--- src/emif_pkg.sv ---
// Purpose: Shared constants and carrier types for the external data memory interface
// Assumes: One system clock; configuration arrives as plain ports
// Notes: Field positions follow the configuration and timing bytes
package emif_pkg;

  // Configuration byte fields
  localparam int EMIF_CFG_MUX_BIT = 4;
  localparam int EMIF_CFG_MODE_HI = 3;
  localparam int EMIF_CFG_MODE_LO = 2;
  localparam int EMIF_CFG_ALE_HI = 1;
  localparam int EMIF_CFG_ALE_LO = 0;
  // Timing byte fields
  localparam int EMIF_TC_SETUP_HI = 7;
  localparam int EMIF_TC_SETUP_LO = 6;
  localparam int EMIF_TC_STRB_HI = 5;
  localparam int EMIF_TC_STRB_LO = 2;
  localparam int EMIF_TC_HOLD_HI = 1;
  localparam int EMIF_TC_HOLD_LO = 0;
  // Values after reset
  localparam logic [7:0] EMIF_TC_RESET = 8'hff;
  localparam logic [7:0] EMIF_CFG_RESET = 8'h00;
  // Fixed overhead of an off-chip access in system clocks
  localparam logic [5:0] EMIF_FIXED_OVERHEAD = 6'h04;
  // Size of on-chip data memory: 8 kB
  localparam logic [15:0] EMIF_INT_SIZE = 16'h2000;
  localparam logic [15:0] EMIF_INT_MASK = 16'h1fff;

  // Address-map modes
  typedef enum logic [1:0] {
    EMIF_MODE_INT_ONLY = 2'b00,
    EMIF_MODE_SPLIT_NOBANK = 2'b01,
    EMIF_MODE_SPLIT_BANK = 2'b10,
    EMIF_MODE_EXT_ONLY = 2'b11
  } emif_mode_e;

  // One access request from the processor
  typedef struct packed {
    logic is_write;
    logic wide;
    logic use_idx_one;
    logic [7:0] wdata;
  } emif_req_s;

  // Programmed timing in system clocks
  typedef struct packed {
    logic [1:0] setup;
    logic [3:0] strobe;
    logic [1:0] hold;
    logic [1:0] ale;
  } emif_timing_s;

endpackage

--- src/emif_route.sv ---
// Purpose: Effective address and on-chip or off-chip routing decision
// Assumes: Pure combinational decode
// Notes: Upper address drive flag tells the pin logic whether A[15:8] is driven
`timescale 1ns/1ps
module emif_route
  import emif_pkg::*;
(
  // Mode and request
  input wire emif_mode_e i_mode,
  input wire logic i_wide,
  input wire logic i_use_idx_one,
  // Address sources
  input wire logic [7:0] i_page,
  input wire logic [7:0] i_idx_zero,
  input wire logic [7:0] i_idx_one,
  input wire logic [15:0] i_data_pointer,
  // Decision
  output logic [15:0] o_addr,
  output logic o_offchip,
  output logic o_drive_high
);

  // Chosen index register
  wire [7:0] idx_sel = i_use_idx_one ? i_idx_one : i_idx_zero;
  // Full address as seen by the processor
  wire [15:0] raw_addr = i_wide ? i_data_pointer : {i_page, idx_sel};
  // page decides split: high byte comes from page for narrow access
  wire above_int = (raw_addr >= EMIF_INT_SIZE);

  // Routing by mode
  always_comb begin
    o_addr = raw_addr;
    o_offchip = 1'b0;
    o_drive_high = 1'b0;
    unique case (i_mode)
      EMIF_MODE_INT_ONLY: begin
        o_addr = raw_addr & EMIF_INT_MASK;
        o_offchip = 1'b0;
      end
      EMIF_MODE_SPLIT_NOBANK: begin
        o_offchip = above_int;
        o_drive_high = i_wide;
      end
      EMIF_MODE_SPLIT_BANK: begin
        o_offchip = above_int;
        o_drive_high = 1'b1;
      end
      EMIF_MODE_EXT_ONLY: begin
        o_offchip = 1'b1;
        o_drive_high = i_wide;
      end
    endcase
  end

endmodule

--- src/emif_top.sv ---
// Purpose: External data memory interface: routing, pin sequencing and timing
// Assumes: Inputs synchronous to i_clk_sys; one request at a time
// Notes: On-chip accesses are handed to o_int_* and finish in one cycle
//
// Behaviour
// - Pin arrangement follows bus mux select
// - Muxed: data and low address share pins
// - Muxed: device drives address latch strobe
// - First muxed phase: strobe high, low address
// - After strobe low phase ends, shared pins carry data
// - Non-muxed: separate address and data pins
// - Mode 00: all internal, alias 8 kB
// - Internal 8-bit: page high, index low
// - Internal 16-bit: data pointer address
// - Mode 01: split at internal boundary
// - Split no bank: 8-bit leaves high undriven
// - Split 8-bit routing uses page register
// - Split 16-bit: data pointer, all pins
// - Mode 10: 8-bit high byte from page
// - Mode 11: everything off-chip
// - External 8-bit: ignore page, high undriven
// - External 16-bit: data pointer, all pins
// - Setup, hold, strobe, latch widths programmable
// - Off-chip access: parameters plus four clocks
// - Muxed adds latch strobe, minimum seven
// - Setup and hold reset to maximum
// - Latch high and low width field plus one
// - Setup equals field value
// - Strobe width field plus one
// - Hold equals field value
`timescale 1ns/1ps
module emif_top
  import emif_pkg::*;
(
  // Clock and reset
  input wire logic i_clk_sys,
  input wire logic i_rst_n,
  // Configuration
  input wire logic i_cfg_we,
  input wire logic [7:0] i_cfg_wdata,
  input wire logic i_tc_we,
  input wire logic [7:0] i_tc_wdata,
  input wire logic [7:0] i_page,
  // Address sources
  input wire logic [7:0] i_idx_zero,
  input wire logic [7:0] i_idx_one,
  input wire logic [15:0] i_data_pointer,
  // Processor request
  input wire logic i_req,
  input wire emif_req_s i_req_info,
  // Processor answer
  output logic o_busy,
  output logic o_done,
  output logic [7:0] o_rdata,
  // On-chip memory port
  output logic o_int_en,
  output logic o_int_we,
  output logic [12:0] o_int_addr,
  output logic [7:0] o_int_wdata,
  input wire logic [7:0] i_int_rdata,
  // Configuration readback
  output logic [7:0] o_cfg,
  output logic [7:0] o_tc,
  // External pins
  output logic o_ale,
  output logic o_rd_n,
  output logic o_wr_n,
  output logic [7:0] o_addr_hi,
  output logic o_addr_hi_oe,
  output logic [7:0] o_addr_lo,
  output logic o_addr_lo_oe,
  output logic [7:0] o_data_out,
  output logic o_data_oe,
  input wire logic [7:0] i_data_in
);

  // Sequencer states
  typedef enum logic [2:0] {
    EMIF_ST_IDLE = 3'b000,
    EMIF_ST_ALE_HI = 3'b001,
    EMIF_ST_ALE_LO = 3'b010,
    EMIF_ST_SETUP = 3'b011,
    EMIF_ST_STROBE = 3'b100,
    EMIF_ST_HOLD = 3'b101,
    EMIF_ST_END = 3'b110
  } emif_state_e;

  // Registers
  logic [7:0] cfg_reg; // Configuration byte
  logic [7:0] tc_reg; // Timing byte
  emif_state_e state_reg, state_next;
  logic [3:0] cnt_reg, cnt_next; // Phase countdown
  logic [15:0] addr_reg; // Latched effective address
  logic hi_reg; // Drive upper address pins
  emif_req_s req_reg; // Latched request
  logic [1:0] ovh_reg, ovh_next; // Fixed overhead countdown

  // Decoded configuration
  // mux select decode
  wire mux_mode = ~cfg_reg[EMIF_CFG_MUX_BIT];
  wire emif_mode_e mode = emif_mode_e'(cfg_reg[EMIF_CFG_MODE_HI:EMIF_CFG_MODE_LO]);
  wire emif_timing_s tim = '{setup: tc_reg[EMIF_TC_SETUP_HI:EMIF_TC_SETUP_LO],
                             strobe: tc_reg[EMIF_TC_STRB_HI:EMIF_TC_STRB_LO],
                             hold: tc_reg[EMIF_TC_HOLD_HI:EMIF_TC_HOLD_LO],
                             ale: cfg_reg[EMIF_CFG_ALE_HI:EMIF_CFG_ALE_LO]};

  // Route decode
  wire [15:0] r_addr;
  wire r_off;
  wire r_hi;
  emif_route u_route (
    .i_mode(mode),
    .i_wide(i_req_info.wide),
    .i_use_idx_one(i_req_info.use_idx_one),
    .i_page(i_page),
    .i_idx_zero(i_idx_zero),
    .i_idx_one(i_idx_one),
    .i_data_pointer(i_data_pointer),
    .o_addr(r_addr),
    .o_offchip(r_off),
    .o_drive_high(r_hi)
  );

  // Request acceptance
  wire idle = (state_reg == EMIF_ST_IDLE);
  wire take = i_req & idle;
  wire take_int = take & ~r_off;
  wire take_ext = take & r_off;
  wire cnt_zero = (cnt_reg == 4'h0);
  wire ovh_zero = (ovh_reg == 2'h0);
  // Overhead: four clocks = first setup cycle + END + two hold-tail cycles
  localparam logic [1:0] OVH_LOAD = 2'(EMIF_FIXED_OVERHEAD - 6'h03);

  // Sequencer next state
  always_comb begin
    state_next = state_reg;
    cnt_next = cnt_reg;
    ovh_next = ovh_reg;
    unique case (state_reg)
      EMIF_ST_IDLE: begin
        if (take_ext && mux_mode) begin
          state_next = EMIF_ST_ALE_HI;
          cnt_next = {2'b00, tim.ale};
        end else if (take_ext) begin
          state_next = EMIF_ST_SETUP;
          cnt_next = {2'b00, tim.setup};
        end
        ovh_next = OVH_LOAD;
      end
      EMIF_ST_ALE_HI: begin
        if (cnt_zero) begin
          state_next = EMIF_ST_ALE_LO;
          cnt_next = {2'b00, tim.ale};
        end else begin
          cnt_next = cnt_reg - 4'h1;
        end
      end
      EMIF_ST_ALE_LO: begin
        if (cnt_zero) begin
          state_next = EMIF_ST_SETUP;
          cnt_next = {2'b00, tim.setup};
        end else begin
          cnt_next = cnt_reg - 4'h1;
        end
      end
      EMIF_ST_SETUP: begin
        if (cnt_zero) begin
          state_next = EMIF_ST_STROBE;
          cnt_next = tim.strobe;
        end else begin
          cnt_next = cnt_reg - 4'h1;
        end
      end
      EMIF_ST_STROBE: begin
        if (cnt_zero) begin
          state_next = EMIF_ST_HOLD;
          cnt_next = {2'b00, tim.hold};
        end else begin
          cnt_next = cnt_reg - 4'h1;
        end
      end
      EMIF_ST_HOLD: begin
        if (cnt_zero && ovh_zero) begin
          state_next = EMIF_ST_END;
        end else if (cnt_zero) begin
          ovh_next = ovh_reg - 2'h1;
        end else begin
          cnt_next = cnt_reg - 4'h1;
        end
      end
      EMIF_ST_END: begin
        state_next = EMIF_ST_IDLE;
      end
      default: begin
        state_next = EMIF_ST_IDLE;
      end
    endcase
  end

  // Configuration registers
  // setup and hold reset max
  always_ff @(posedge i_clk_sys or negedge i_rst_n) begin
    if (!i_rst_n) begin
      cfg_reg <= EMIF_CFG_RESET;
      tc_reg <= EMIF_TC_RESET;
    end else begin
      if (i_cfg_we) begin
        cfg_reg <= {3'b000, i_cfg_wdata[4:0]};
      end
      if (i_tc_we) begin
        tc_reg <= i_tc_wdata;
      end
    end
  end

  // Sequencer state and captured request
  always_ff @(posedge i_clk_sys or negedge i_rst_n) begin
    if (!i_rst_n) begin
      state_reg <= EMIF_ST_IDLE;
      cnt_reg <= 4'h0;
      ovh_reg <= 2'h0;
      addr_reg <= 16'h0000;
      hi_reg <= 1'b0;
      req_reg <= '0;
    end else begin
      state_reg <= state_next;
      cnt_reg <= cnt_next;
      ovh_reg <= ovh_next;
      if (take_ext) begin
        addr_reg <= r_addr;
        hi_reg <= r_hi;
        req_reg <= i_req_info;
      end
    end
  end

  // Pin level decode for the next cycle
  wire in_ext = (state_next != EMIF_ST_IDLE);
  wire ale_next = (state_next == EMIF_ST_ALE_HI);
  wire strb_next = (state_next == EMIF_ST_STROBE);
  wire addr_phase = (state_next == EMIF_ST_ALE_HI) | (state_next == EMIF_ST_ALE_LO);
  wire [15:0] pin_addr = take_ext ? r_addr : addr_reg;
  wire pin_hi = take_ext ? r_hi : hi_reg;
  wire pin_wr = take_ext ? i_req_info.is_write : req_reg.is_write;
  wire [7:0] pin_wd = take_ext ? i_req_info.wdata : req_reg.wdata;

  // External pins; strobes inactive and enables cleared while idle or serving on-chip
  // on-chip leaves pins
  always_ff @(posedge i_clk_sys or negedge i_rst_n) begin
    if (!i_rst_n) begin
      o_ale <= 1'b0;
      o_rd_n <= 1'b1;
      o_wr_n <= 1'b1;
      o_addr_hi <= 8'h00;
      o_addr_hi_oe <= 1'b0;
      o_addr_lo <= 8'h00;
      o_addr_lo_oe <= 1'b0;
      o_data_out <= 8'h00;
      o_data_oe <= 1'b0;
    end else begin
      o_ale <= ale_next & mux_mode;
      o_rd_n <= ~(strb_next & ~pin_wr);
      o_wr_n <= ~(strb_next & pin_wr);
      if (in_ext) begin
        o_addr_hi <= pin_addr[15:8];
        o_addr_hi_oe <= pin_hi;
      end else begin
        o_addr_hi_oe <= 1'b0;
      end
      if (in_ext && mux_mode) begin
        o_addr_lo_oe <= 1'b0;
        o_data_out <= addr_phase ? pin_addr[7:0] : pin_wd;
        o_data_oe <= addr_phase | pin_wr;
      end else if (in_ext) begin
        o_addr_lo <= pin_addr[7:0];
        o_addr_lo_oe <= 1'b1;
        o_data_out <= pin_wd;
        o_data_oe <= pin_wr;
      end else begin
        o_addr_lo_oe <= 1'b0;
        o_data_oe <= 1'b0;
      end
    end
  end

  // Processor answer and on-chip port
  always_ff @(posedge i_clk_sys or negedge i_rst_n) begin
    if (!i_rst_n) begin
      o_busy <= 1'b0;
      o_done <= 1'b0;
      o_rdata <= 8'h00;
      o_int_en <= 1'b0;
      o_int_we <= 1'b0;
      o_int_addr <= 13'h0000;
      o_int_wdata <= 8'h00;
      o_cfg <= EMIF_CFG_RESET;
      o_tc <= EMIF_TC_RESET;
    end else begin
      o_busy <= in_ext;
      o_int_en <= take_int;
      o_int_we <= take_int & i_req_info.is_write;
      if (take_int) begin
        o_int_addr <= r_addr[12:0];
        o_int_wdata <= i_req_info.wdata;
      end
      // On-chip answer one cycle after the enable; off-chip one cycle after END
      o_done <= o_int_en | (state_reg == EMIF_ST_END);
      if (o_int_en && !o_int_we) begin
        o_rdata <= i_int_rdata;
      end else if (state_reg == EMIF_ST_STROBE && cnt_zero && !req_reg.is_write) begin
        // Sample read data as the strobe ends
        o_rdata <= i_data_in;
      end
      o_cfg <= cfg_reg;
      o_tc <= tc_reg;
    end
  end

endmodule

--- config.mk ---
export PLATFORM = sky130hd
export DESIGN_NAME = emif_top
export DESIGN_NICKNAME = d
export VERILOG_FILES = /design/src/emif_pkg.sv /design/src/emif_route.sv /design/src/emif_top.sv
export SDC_FILE = /design/constraint.sdc
export NUM_CORES = 1
export LEC_CHECK = 0
export BUFFER_PORTS_ARGS = -buffer_cell sky130_fd_sc_hd__buf_4
export CORE_UTILIZATION = 50
export DETAILED_ROUTE_END_ITERATION = 8
export PLACE_DENSITY_LB_ADDON = 0.12
export SLEW_MARGIN = 20
export SYNTH_ARGS = -nofsm -noshare
export SYNTH_HDL_FRONTEND = slang
export SYNTH_SLANG_ARGS = --single-unit
--- constraint.sdc ---
create_clock -name i_clk_sys -period 2.4 [get_ports i_clk_sys]
set_input_delay 0.12 -clock i_clk_sys [delete_from_list [all_inputs] [get_ports i_clk_sys]]
set_output_delay 0.12 -clock i_clk_sys [all_outputs]
set_load 0.005 [all_outputs]
# Word-level counts from Yosys, hierarchy flattened
# Cells that the tools add are included.
# classes
n_mux,39
magnitude_cmp,1
n_mul,0
shifts,0
bitwise,16
n_div,0
eq_ne,16
add_sub_neg,2
n_reduce_logical,22
# ops
op,count
2-to-1 mux 8 bit,7
2-to-1 mux 16 bit,3
2-to-1 mux 4 bit,8
one-hot mux 4 bit (6 select lines),1
2-to-1 mux 3 bit,7
one-hot mux 3 bit (6 select lines),1
>= comparator 16 x 14 -> 1 bit (second input constant),1
equality test 3 bit (second input constant),4
equality test 3 x 2 -> 1 bit (second input constant),3
bitwise AND 1 bit,7
2-to-1 mux 1 bit,7
equality test 3 x 1 -> 1 bit (second input constant),2
logical AND 1 bit,6
!= test 2 bit (second input constant),3
NOT 1 bit,6
nonzero test 2 bit,3
nonzero test 6 bit,1
equality test 2 bit (second input constant),2
logical NOT 2 bit,2
logical NOT 4 bit,1
2-to-1 mux 2 bit,2
one-hot mux 2 bit (2 select lines),1
AND reduction 4 bit,1
OR reduction 2 bit,2
other kinds (12),15
# word_totals
inputBits,88
mem_bits_ro,0
elab_cells,123
ramBits,0
latch_bits,0
memories,0
output_inout_bits,79
regBits,124

# Depth between registers and ports, before layout
# Gate-level depths: netlist of run 1.
# logic_depth
word_depth,12
mapped_depth,9
ltp_nobuf,8

# Modules after synthesis
# A second synthesis of run 1 with hierarchy kept.
# hier_totals
hier_cells,464
hier_area_um2,5515.3
# modules_own_cells
mod,seq_area_each_um2,area_per_inst_um2,instances,cells_each
emif_top,3125.5,5152.4,1,415
emif_route,0.0,362.8,1,49

# Least setup slack after synthesis of run 1
# Ideal clock, no wire load.
# synth_timing
kind,reg2reg
start,reg cfg_reg[2]
end,reg o_addr_lo[0]
setup_time_ns,0.125
arrival_ns,2.052
stages_incl_launch_ff,8
n_path_buf,1
setup_slack_ns,0.223
cell_sequence,dfrtp_1 inv_1 ha_1 a31oi_4 nor3_4 buf_2 mux2_2 mux2_4
# synth_lines
element,line_no,rtl
"start, declared",emif_top.sv:89,logic [7:0] cfg_reg;
"start signal, assigned",emif_top.sv:208,"cfg_reg <= {3'b000, i_cfg_wdata[4:0]};"
equality test 2 x 1 -> 1 bit or equality test 2 bit (tied branches),emif_route.sv:35,unique case (i_mode)
OR reduction 2 bit (no line),n/a,
one-hot mux 1 bit (3 select lines) *,emif_route.sv:35,
bitwise AND 1 bit *,emif_top.sv:128,wire take_ext = take & r_off;
2-to-1 mux 16 bit *,n/a,
net pin_addr[0],emif_top.sv:242,wire [15:0] pin_addr = take_ext ? r_addr : addr_reg;
"end signal, assigned",emif_top.sv:275,o_addr_lo <= pin_addr[7:0];
"end, declared",emif_top.sv:70,"output logic [7:0] o_addr_lo,"
# The timed path passes the listed nets; every way through them passes the cells marked *.
# A chain may end at the register's enable or synchronous reset.

# Worst setup path after layout of run 1
# layout_timing
start,reg cfg_reg[2]
end,reg cnt_reg[0]
# layout_between
elab_chain_len,7
# layout_rtl
element,line_no,rtl
equality test 2 x 1 -> 1 bit or equality test 2 bit (tied branches),emif_route.sv:35,
OR reduction 2 bit (no line),n/a,
one-hot mux 1 bit (3 select lines) *,emif_route.sv:35,
bitwise AND 1 bit *,emif_top.sv:128,
logical AND 1 bit,emif_top.sv:141,if (take_ext && mux_mode) begin
2-to-1 mux 4 bit or != test 3 x 1 -> 1 bit (tied branches),n/a,
one-hot mux 4 bit (6 select lines) or AND reduction 4 bit (tied branches),n/a,
"end signal, assigned",emif_top.sv:227,cnt_reg <= cnt_next;
"end, declared",emif_top.sv:92,"logic [3:0] cnt_reg, cnt_next;"
# Every way passes the cells marked *; elsewhere a longest branch is shown, timed or not.

==> metrics.md, run 1 <==
| Metric | Value |
|---|---|
| Crit path required time | `2.80 ns` |
| Area fraction in compound gates after synthesis | `9.34%` |
| PD cells | `1220 nW/µm²` |
| DP HPWL | `8.85 mm` |
| Max reg flops | `16` |
| FF-to-FF Start | `cfg_reg[2]` |
| Mux cell area share after synthesis | `19.2%` |
| Unrepaired setup endpoints after global routing | `false` |
| Pre-CTS setup slack | `0.123 ns` |
| Fraction of layout cells with a size suffix above 1 | `43.9%` |
| CTS tree | `built` |
| Outcome | `finished clean` |
| Routed vias | `4,282` |
| Top layer in use | `met4` |
| Layout Area Growth over Synthesis | `50.8%` |
| Crit path DAT | `2.66 ns` |
| Setup TNS | `0 ns` |
| Syn Area/Cell | `12.3 µm²` |
| Final wirelength | `13.6 mm` |
| Yosys cell types | `48` |
| I/O Buffers | `160` |
| Post-synth top area share | `49.0%` |
| Period minus WS final | `2.26 ns` |
| Met2 WL | `7.21 mm` |
| Simple-gate share of the synthesized area | `9.07%` |
| Largest family of logic cells by synthesized area | `multiplexers` |
| Number of synthesized flops with an enable pin | `0` |
| Yosys reg bits | `124` |
| Endpoints failing hold | `0` |
| Crit path kind | `flip-flop to flip-flop` |
| Synth Cell Area | `5410 µm²` |
| Hold Crit Depth | `4` |
| Final setup margin | `0.141 ns` |
| Warnings from Yosys | `0` |
| WHS Endpoint | `o_int_addr[2]` |
| Avg WL per Cell | `16.4 µm` |
| Util after Layout | `78.3%` |
| Bufs on Longest Clock Path | `2` |
| Reg2Reg Depth | `7` |
| Peak supply drop | `0.844 mV` |
| N_diodes | `0` |
| Max_slew headroom | `44.4%` |
| Met3 WL | `679 µm` |
| Setup crit end kind | `flip-flop` |
| DR DRC count | `0` |
| Placer congestion estimate | `0.766` |
| Top post-synthesis cells by area | `dfrtp_1, mux2_2, dfstp_2, mux2i_1, o21ai_0` |
| Total core area | `10,400 µm²` |
| First-pass GRT wire length | `22.2 mm` |
| Sequential share of the synthesized area | `57.8%` |
| Via density per instance | `5.16` |
| Vias in the first global route | `4,591` |
| FF-to-FF End | `cnt_reg[0]` |
| Worst-Margin Slew | `0.831 ns` |
| FF+latch area | `3130 µm²` |
| Site Rows | `37` |
| IO Pins | `167` |
| Asr flop ratio synth | `100%` |
| Final setup viols | `0` |
| Hold Crit Class | `input port to flip-flop` |
| Synth Area in Adders | `1.16%` |
| H-tree depth | `4` |
| Final cell count without fillers | `830` |
| Worst-Skew Late Latency | `0.52 ns` |
| Synth Instances | `440` |
| Clock root cell | `clkbuf_8` |
| Fmax | `0.443 GHz` |
| Die span in x | `106 µm` |
| GRT Overall Usage | `25.8%` |
| DR iter-0 viols | `208` |
| Sink Count | `124` |
| Max Cap Viol | `0` |
| Final Max Tran Viols | `0` |
| Crit path max fanout | `4` |
| Multi-input logic area | `2130 µm²` |
| Final Cycle Share | `94.1%` |
| Xor and xnor area share after synthesis | `0.162%` |
| Hold path start | `i_data_pointer[2]` |
| Pwr Total | `0.00998 W` |
| Worst-path clk slew | `0.06 ns` |
| CP Launch Type | `flip-flop` |
| R2R Setup Slk | `0.14 ns` |
| Initial Utilization | `51.9%` |
| Layout Skew | `0.00851 ns` |
| Die Ht | `106 µm` |
| Nets@finish | `774` |
| Largest net degree at the start of global routing | `55` |
| Antenna Violating Nets Remaining | `0` |
| Fillers | `644` |
| Die area | `11,200 µm²` |
| Leakage | `3.79 nW` |
| Metal1 wirelength | `5.52 mm` |
| DR pass1 iterations | `4` |
| CTS Buf Count | `17` |
| Leading area contributor after synthesis | `dfrtp_1` |
| Placed Cells | `728` |
| Synth Flop Type | `dfrtp_1` |
| Overflow after GRT | `0` |
| Initial antenna violation count | `0` |
critical path, stage by stage (launching register included):
cell and delay, ns:
dfrtp_1 0.40, inv_1 0.07, ha_1 0.31, a31oi_4 0.11, nor4_1 0.60, mux2i_1 0.26
mux2i_1 0.09, mux2_1 0.30
power breakdown:
part | total [W] | switching, W | internal, W
logic | 0.00394 | 0.00181 | 0.00213
clock network | 0.00268 | 0.000971 | 0.00170
registers | 0.00337 | 0.000406 | 0.00296
total | 0.00998 | 0.00318 | 0.00680
timing repair:
action | 4_1_cts | 5_1_grt
buffers inserted | 0 | 0
hold buffers | 70 | 0
endpoints found under the setup margin | 0 | 17
endpoints found under the hold margin | 96 | 0
gates resized for setup | 0 | 4
layout make-up:
type,count,share of cell area (%)
flip-flops and latches,124,38.3
multi-input cells,281,26.1
repair buffers,246,25.3
clock buffers,17,5.08
clock inverters,15,2.58
well taps,136,2.09
inverters,11,0.537
synthesized netlist by cell type, types with 3 or more instances:
library cell  instances
or2_2                 3
inv_1                10
a22o_1                3
nand2b_1              4
mux2_4                8
nand2_1              34
nor3_1                3
mux2_2               54
buf_4                 3
mux2i_1              30
nor2_1               29
dfstp_2              18
dfrtp_1             106
buf_2                 5
o21ai_0              36
a211oi_1              9
and2_1                3
a21oi_1              27
ha_1                  5
clkbuf_1             14
per-layer routing:
metal	global-route usage, %	up-vias
met5	0	-
met4	7.84	0
li1	-	2016
met1	30.7	2111
met2	45.4	137
met3	6.93	18
placed cells by master, fill, tap and decap left out, types with 2 or more instances in the layout:
cell	synthesis	routed
a211oi_1	9	9
a21oi_1	27	27
a22o_1	3	3
a22oi_1	2	2
and2_1	3	2
buf_12	0	3
buf_4	3	172
bufinv_16	0	4
clkbuf_16	0	16
clkinv_4	0	3
clkinvlp_4	0	2
conb_1	1	3
dfrtp_1	106	106
dfstp_2	18	18
dlygate4sd3_1	0	70
ha_1	5	5
inv_1	10	10
inv_6	0	5
mux2_2	54	54
mux2_4	8	8
mux2i_1	30	30
nand2_1	34	34
nand2b_1	4	4
nand3_1	2	2
nor2_1	29	29
nor2b_1	2	2
nor3_1	3	2
nor3_2	1	2
nor4_1	2	2
o21ai_0	36	36
or2_2	3	3
how the worst max path moves through the flow:
stage | slack (ns) | start | depth (start not counted) | to
after detailed placement | 0.12 | cnt_reg[0] | 8 | o_data_out[7]
after global placement | 0.16 | cfg_reg[2] | 7 | o_addr_lo[5]
after CTS | 0.08 | cnt_reg[0] | 8 | o_data_out[1]
after floorplan | 0.22 | cfg_reg[2] | 7 | o_addr_lo[0]
after global routing | 0.0008 | cfg_reg[2] | 7 | cnt_reg[0]
final | 0.14 | cfg_reg[2] | 7 | cnt_reg[0]
per-stage QoR:
| stage | cell area [µm²] | hold slack (ns) |
|---|---|---|
| global placement | 6820 | 0.137 |
| global route | 8160 | 0.0245 |
| floorplan | 5420 | -0.176 |
| detailed placement | 6820 | 0.143 |
| finish | 8160 | 0.0192 |
| CTS | 8150 | 0.00241 |
kinds of logic (layout without fill, tap and decap cells):
family                   count (synthesis)  in the layout
multiplexers                            93             93
other                                    1              3
XOR/XNOR                                 1              1
AND/OR/NAND/NOR                         94             94
flip-flops                             124            124
AO/OA/AOI/OAI                           85             85
buffers and inverters                   37            289
adder cells (fa/ha/maj)                  5              5
Power figures use the tool's default switching activity.
==> inputs of run 2 (changes only) <==
Clock period 2.4 ns to 2.65 ns, I/O delays scaled along.
==> run 2 against run 1 <==
Against the previous run:
- clock skew fell by 0.0040 ns
- wire length down 0.91%
- register-to-register slack better by 0.17 ns
- via count shrank 0.35%
- sequential power decreased by 9.5%
- clock power shrank 9.7%
- flip-flop and latch count stayed put
- final cell count unchanged
- worst hold slack worse by 0.0061 ns
- final area decreased by 0.46%
- critical endpoint is now o_addr_lo[5]
- largest cell class unchanged
- largest power group unchanged
- highest routed layer unchanged
==> metrics.md, run 2 (synthesis gave the netlist of run 1 again) <==
| Metric | Value |
|---|---|
| Unrepaired setup endpoints after global routing | `false` |
| GRT met1 Usage | `29.6% (-1.1 points)` |
| Hold Crit Class | `input port to flip-flop` |
| Fmax | `0.428 GHz (-3.3%)` |
| Power share of the combinational group | `39.1% (-0.4 points)` |
| R2R Setup Slk | `0.31 ns (+0.17 ns)` |
| Max_slew headroom | `47.3% (+2.9 points)` |
| Met3 Usage GRT | `7.66% (+0.74 points)` |
| Final setup viols | `0 (unchanged)` |
| Hold WS | `0.0131 ns (-0.00612 ns)` |
| Net switching power | `0.00287 W (-9.9%)` |
| First-pass GRT wire length | `22.1 mm (-0.50%)` |
| Antenna Violating Nets Remaining | `0 (unchanged)` |
| Post-route cell area | `8120 µm² (-0.46%)` |
| Placer congestion estimate | `0.774 (+0.98%)` |
| Sequential share of power | `33.9% (+0.2 points)` |
| CTS Buf Count | `17 (unchanged)` |
| Reg2Reg Depth | `9 (+2)` |
| Site Rows | `37 (unchanged)` |
| Initial antenna violation count | `0 (unchanged)` |
| Overflow after GRT | `0 (unchanged)` |
| Final Cycle Share | `88.2% (-6.0 points)` |
| Worst-Skew Late Latency | `0.52 ns (about the same)` |
| Nets@finish | `774 (unchanged)` |
| Crit path max fanout | `15 (+11)` |
| Outcome | `finished clean` |
| Die span in x | `106 µm (unchanged)` |
| Avg WL per Cell | `16.2 µm (-0.91%)` |
| Most common cell after layout, fill and taps aside | `buf_4` |
| Worst setup path endpoint | `o_addr_lo[5]` |
| Initial Utilization | `51.9% (unchanged)` |
| IO Pins | `167 (unchanged)` |
| Crit path required time | `3.05 ns (+0.25 ns)` |
| Util after Layout | `78.0% (-0.36 points)` |
| Worst Setup SP | `cfg_reg[2]` |
| CTS tree | `built` |
| Clock root cell | `clkbuf_8` |
| DR DRC count | `0 (unchanged)` |
| Busiest grt layer | `met2` |
| Max reg flops | `16 (unchanged)` |
| Most frequent cells in the layout | `buf_4, dfrtp_1, dlygate4sd3_1` |
| Largest net degree at the start of global routing | `52 (-5.5%)` |
| Bufs on Longest Clock Path | `2 (unchanged)` |
| Layout Skew | `0.00455 ns (-0.00397 ns)` |
| PD cells | `1110 nW/µm² (-9.5%)` |
| Total core area | `10,400 µm² (unchanged)` |
| Die area | `11,200 µm² (unchanged)` |
| Post-Place Cell Area | `6800 µm² (-0.37%)` |
| Layout Area Growth over Synthesis | `50.1%` |
| GRT Overall Usage | `25.7% (-0.033 points)` |
| FF-to-FF Start | `cfg_reg[2]` |
| Setup crit end kind | `flip-flop` |
| Net Sw Frac | `31.9% (about the same)` |
| DR iter-0 viols | `143 (-31%)` |
| Post-CTS sizing | `0 (unchanged)` |
| Final wirelength | `13.5 mm (-0.91%)` |
| Via density per instance | `5.14 (-0.35%)` |
| I/O Buffers | `160 (unchanged)` |
| FF-to-FF End | `o_addr_lo[5]` |
| Leakage | `3.77 nW (-0.52%)` |
| Final Max Tran Viols | `0 (unchanged)` |
| CP Launch Type | `flip-flop` |
| Fillers | `673 (+4.5%)` |
| Setup TNS | `0 ns (unchanged)` |
| Pint | `0.00612 W (-9.9%)` |
| Fraction of layout cells with a size suffix above 1 | `43.5% (-0.43 points)` |
| Period minus WS final | `2.34 ns (+0.0775 ns)` |
| Crit path kind | `flip-flop to flip-flop` |
| Max Cap Viol | `0 (unchanged)` |
| Clock Power Share | `26.9% (about the same)` |
| Pwr Total | `0.00899 W (-9.9%)` |
| Routed vias | `4,267 (-0.35%)` |
| N_diodes | `0 (unchanged)` |
| DR pass1 iterations | `4 (unchanged)` |
| Die Ht | `106 µm (unchanged)` |
| Vias in the first global route | `4,667 (+1.7%)` |
| Sink Count | `124 (unchanged)` |
| Worst-Margin Slew | `0.788 ns (-0.0430 ns)` |
| DP HPWL | `8.81 mm (-0.47%)` |
| Routing usage on met2 | `45.0% (-0.47 points)` |
| Endpoints failing hold | `0 (unchanged)` |
| Peak supply drop | `0.891 mV (+5.5%)` |
| Worst-path clk slew | `0.06 ns (about the same)` |
| H-tree depth | `4 (unchanged)` |
| Crit path DAT | `2.74 ns (+0.08 ns)` |
-- run 2: changes by cell type in the layout (fill, tap and decap cells not counted), sizes merged --
cell and delta:
clkinv +1, clkinvlp +1, inv -2
-- run 2: what timing repair did --
action / CTS / global route
setup buffers: 0 / 0
hold endpoints to repair: 83 / 0
endpoints found under the setup margin: 0 / 0
hold buffers: 70 / 0
-- run 2: worst min-delay path by stage --
stage / startpoint / endpoint / slack (ns) / cells past startpoint
floorplan: i_rst_n / addr_reg[0] / -0.16 / 0
global placement: i_rst_n / o_rdata[5] / 0.18 / 1
detailed placement: i_rst_n / o_rdata[5] / 0.19 / 1
CTS: i_data_pointer[1] / o_int_addr[1] / 0.001 / 4
global route: i_data_pointer[13] / addr_reg[13] / 0.006 / 3
finish: i_data_pointer[2] / o_int_addr[2] / 0.01 / 4
-- run 2: critical path, cell delays in order, from the launching register on --
cell and delay (ns):
dfrtp_1 0.40, inv_1 0.08, ha_1 0.32, a31oi_4 0.12, nor3_4 0.18, buf_4 0.30
nor2_8 0.10, inv_4 0.13, and2_4 0.26, mux2_4 0.32
-- run 2: layout make-up --
| class | count | area, µm² | area share, % |
|---|---|---|---|
| Tap cell | 136 | 170 | 2.09 |
| Timing Repair Buffer | 246 | 2030 | 25.0 |
| Clock buffer | 17 | 414 | 5.10 |
| Inverter | 11 | 43.8 | 0.539 |
| Sequential cell | 124 | 3130 | 38.5 |
| Clock inverter | 15 | 213 | 2.62 |
| Multi-Input combinational cell | 281 | 2120 | 26.1 |
-- run 2: metrics by stage --
step	instances	worst slack, ns
2_1_floorplan	442	0.473
3_3_place_gp	728	0.293
3_5_place_dp	728	0.239
4_1_cts	830	0.301
5_1_grt	830	0.102
6_report	830	0.314
-- run 2: power groups by stage --
stage | logic, W | registers, W | clock network, W
global route | 0.00384 | 0.00314 | 0.00255
floorplan | 0.00195 | 0.00304 | 0
finish | 0.00352 | 0.00305 | 0.00242
global placement | 0.00325 | 0.00304 | 0
detailed placement | 0.00339 | 0.00306 | 0
CTS | 0.00352 | 0.00305 | 0.00246
-- run 2: layer usage --
metal | vias to the layer above | wire length, µm
met5 | - | 0
met4 | 0 | 333
met3 | 30 | 774
met2 | 147 | 7010
met1 | 2076 | 5360
li1 | 2014 | -
==> inputs of run 3 (changes only) <==
Settings changed: CELL_PAD_IN_SITES_DETAIL_PLACEMENT from default to 0, CELL_PAD_IN_SITES_GLOBAL_PLACEMENT from default to 1, CORE_UTILIZATION 50 to 43.
==> run 3 against run 2 <==
Against the previous run:
- sequential power about the same
- die area grew 16%
- worst hold slack better by 0.0030 ns
- largest cell class unchanged
- global-route usage decreased by 4.7 points
- critical path type unchanged
- clock power is essentially flat
- critical endpoint is now o_data_out[0]
- register-to-register slack got worse by 0.03 ns
- flip-flop and latch count unchanged
- utilization is 15 points lower
==> metrics.md, run 3 (synthesis gave the netlist of run 1 again) <==
| Metric | Value |
|---|---|
| Routing usage on met2 | `36.2% (-8.8 points)` |
| Max Cap Viol | `0 (unchanged)` |
| Via density per instance | `4.90 (-4.7%)` |
| Final Max Tran Viols | `0 (unchanged)` |
| CTS tree | `built` |
| Avg WL per Cell | `15.6 µm (-3.8%)` |
| GRT Overall Usage | `21.0% (-4.7 points)` |
| GRT met1 Usage | `24.9% (-4.7 points)` |
| Die area | `13,000 µm² (+16%)` |
| Max reg flops | `16 (unchanged)` |
| Most frequent cells in the layout | `buf_4, dfrtp_1, mux2_2` |
| Final wirelength | `12.7 mm (-5.5%)` |
| IO Pins | `167 (unchanged)` |
| Bufs on Longest Clock Path | `2 (unchanged)` |
| Crit path kind | `flip-flop to flip-flop` |
| Routed vias | `3,997 (-6.3%)` |
| Layout Skew | `0.0101 ns (+0.00553 ns)` |
| DR iter-0 viols | `114 (-20%)` |
| Clock root cell | `clkbuf_16` |
| Peak supply drop | `0.708 mV (-21%)` |
| Largest net degree at the start of global routing | `52 (unchanged)` |
| PD cells | `1140 nW/µm² (+3.2%)` |
| Layout Area Growth over Synthesis | `42.5%` |
| N_diodes | `0 (unchanged)` |
| Outcome | `finished clean` |
| Overflow after GRT | `0 (unchanged)` |
| Setup TNS | `0 ns (unchanged)` |
| Hold Crit Class | `input port to flip-flop` |
| Die span in x | `114 µm (+7.7%)` |
| Total core area | `12,200 µm² (+17%)` |
| Period minus WS final | `2.37 ns (+0.0318 ns)` |
| CP Launch Type | `flip-flop` |
| Setup crit end kind | `flip-flop` |
| I/O Buffers | `160 (unchanged)` |
| Die Ht | `114 µm (+7.7%)` |
| Endpoints failing hold | `0 (unchanged)` |
| Final setup viols | `0 (unchanged)` |
| Critical Path, Cell by Cell | `inv_1, ha_1, a31oi_4, nor3_4, buf_4, mux2_2, nor2_1, a211oi_1` |
| Initial antenna violation count | `0 (unchanged)` |
| Worst-path clk slew | `0.05 ns (about the same)` |
| Fraction of layout cells with a size suffix above 1 | `46.0% (+2.5 points)` |
| DP HPWL | `9.33 mm (+6.0%)` |
| Hold WS | `0.0160 ns (+0.00296 ns)` |
| Nets@finish | `728 (-5.9%)` |
| Leakage | `3.60 nW (-4.5%)` |
| Antenna Violating Nets Remaining | `0 (unchanged)` |
| Crit path required time | `2.92 ns (-0.13 ns)` |
| CTS Buf Count | `17 (unchanged)` |
| Sink Count | `124 (unchanged)` |
| Crit path DAT | `2.64 ns (-0.10 ns)` |
| Most common cell after layout, fill and taps aside | `buf_4` |
| DR pass1 iterations | `4 (unchanged)` |
| Worst-Skew Late Latency | `0.41 ns (-0.11 ns)` |
| H-tree depth | `4 (unchanged)` |
| Crit path largest cell delay | `0.41 ns (about the same)` |
| Met3 Usage GRT | `5.88% (-1.8 points)` |
| Unrepaired setup endpoints after global routing | `false` |
| Hold buffer count at cts | `25 (-64%)` |
| Placer congestion estimate | `0.807 (+4.3%)` |
| Worst path bufs/invs | `2 (-1)` |
| DR DRC count | `0 (unchanged)` |
| Fmax | `0.422 GHz (-1.3%)` |
| Final Cycle Share | `89.4% (+1.2 points)` |
| Busiest grt layer | `met2` |
| Post-CTS sizing | `0 (unchanged)` |
| Max_slew headroom | `44.0% (-3.3 points)` |
| First-pass GRT wire length | `20.7 mm (-6.5%)` |
| Vias in the first global route | `4,096 (-12%)` |
| CP delay by family, top | `simple AND/OR/NAND/NOR gates` |
| Crit path max fanout | `26 (+11)` |
| Util after Layout | `63.4% (-15 points)` |
| Setup bufs post-CTS | `0 (unchanged)` |
| Worst-Margin Slew | `0.837 ns (+0.0491 ns)` |
| Site Rows | `40 (+8.1%)` |
| Slowest CP cell | `dfrtp_1` |
| Initial Utilization | `44.5% (-7.5 points)` |
-- run 3: worst paths after layout --
path                       cells past startpoint  slack [ns]            end            from
max                                            8        0.28  o_data_out[0]      cfg_reg[2]
min                                            3        0.02     o_rdata[4]  i_int_rdata[4]
max reg2reg                                    8        0.28  o_data_out[0]      cfg_reg[2]
min reg2reg                                    0        0.37        o_tc[2]       tc_reg[2]
max in group asynchronous                      3        1.52         o_wr_n         i_rst_n
min in group asynchronous                      2        0.28       o_cfg[1]         i_rst_n
-- run 3: worst reg2reg max path, delay by kind of cell, from the launching register on --
family          cells  cell delay [ns]
compound gates      2             0.19
buf+inv             2             0.46
flops               1             0.41
fa+ha+maj           1             0.32
simple gates        2             0.47
mux                 1             0.40
-- run 3: area by class of cell --
type	instances	area, µm²
clock buffer	26	529
clock inverter	6	104
fill	1000	4450
inverter	11	43.8
multi-input combinational	281	2120
sequential	124	3130
tap	168	210
timing repair buffer	200	1580
-- run 3: power breakdown --
part / switching [W] / leakage [nW] / internal, W / total [W]
clock: 0.000765 / 0.314 / 0.00165 / 0.00241
sequential: 0.000371 / 1.46 / 0.00268 / 0.00305
combinational: 0.00155 / 1.83 / 0.00180 / 0.00335
total: 0.00268 / 3.60 / 0.00613 / 0.00881
-- run 3: metrics by stage --
step	total power [W]	cell area, µm²	instances	worst slack [ns]
global placement	0.00632	6830	759	0.343
floorplan	0.00500	5420	442	0.473
finish	0.00881	7710	816	0.282
CTS	0.00892	7710	816	0.256
global route	0.00936	7710	816	0.118
detailed placement	0.00644	6830	759	0.301
-- run 3: routing by layer --
layer / routed length, µm / part of all wire, %
met5: 0 / 0
met4: 212 / 1.7
met3: 642 / 5.0
met2: 6620 / 52
met1: 5270 / 41
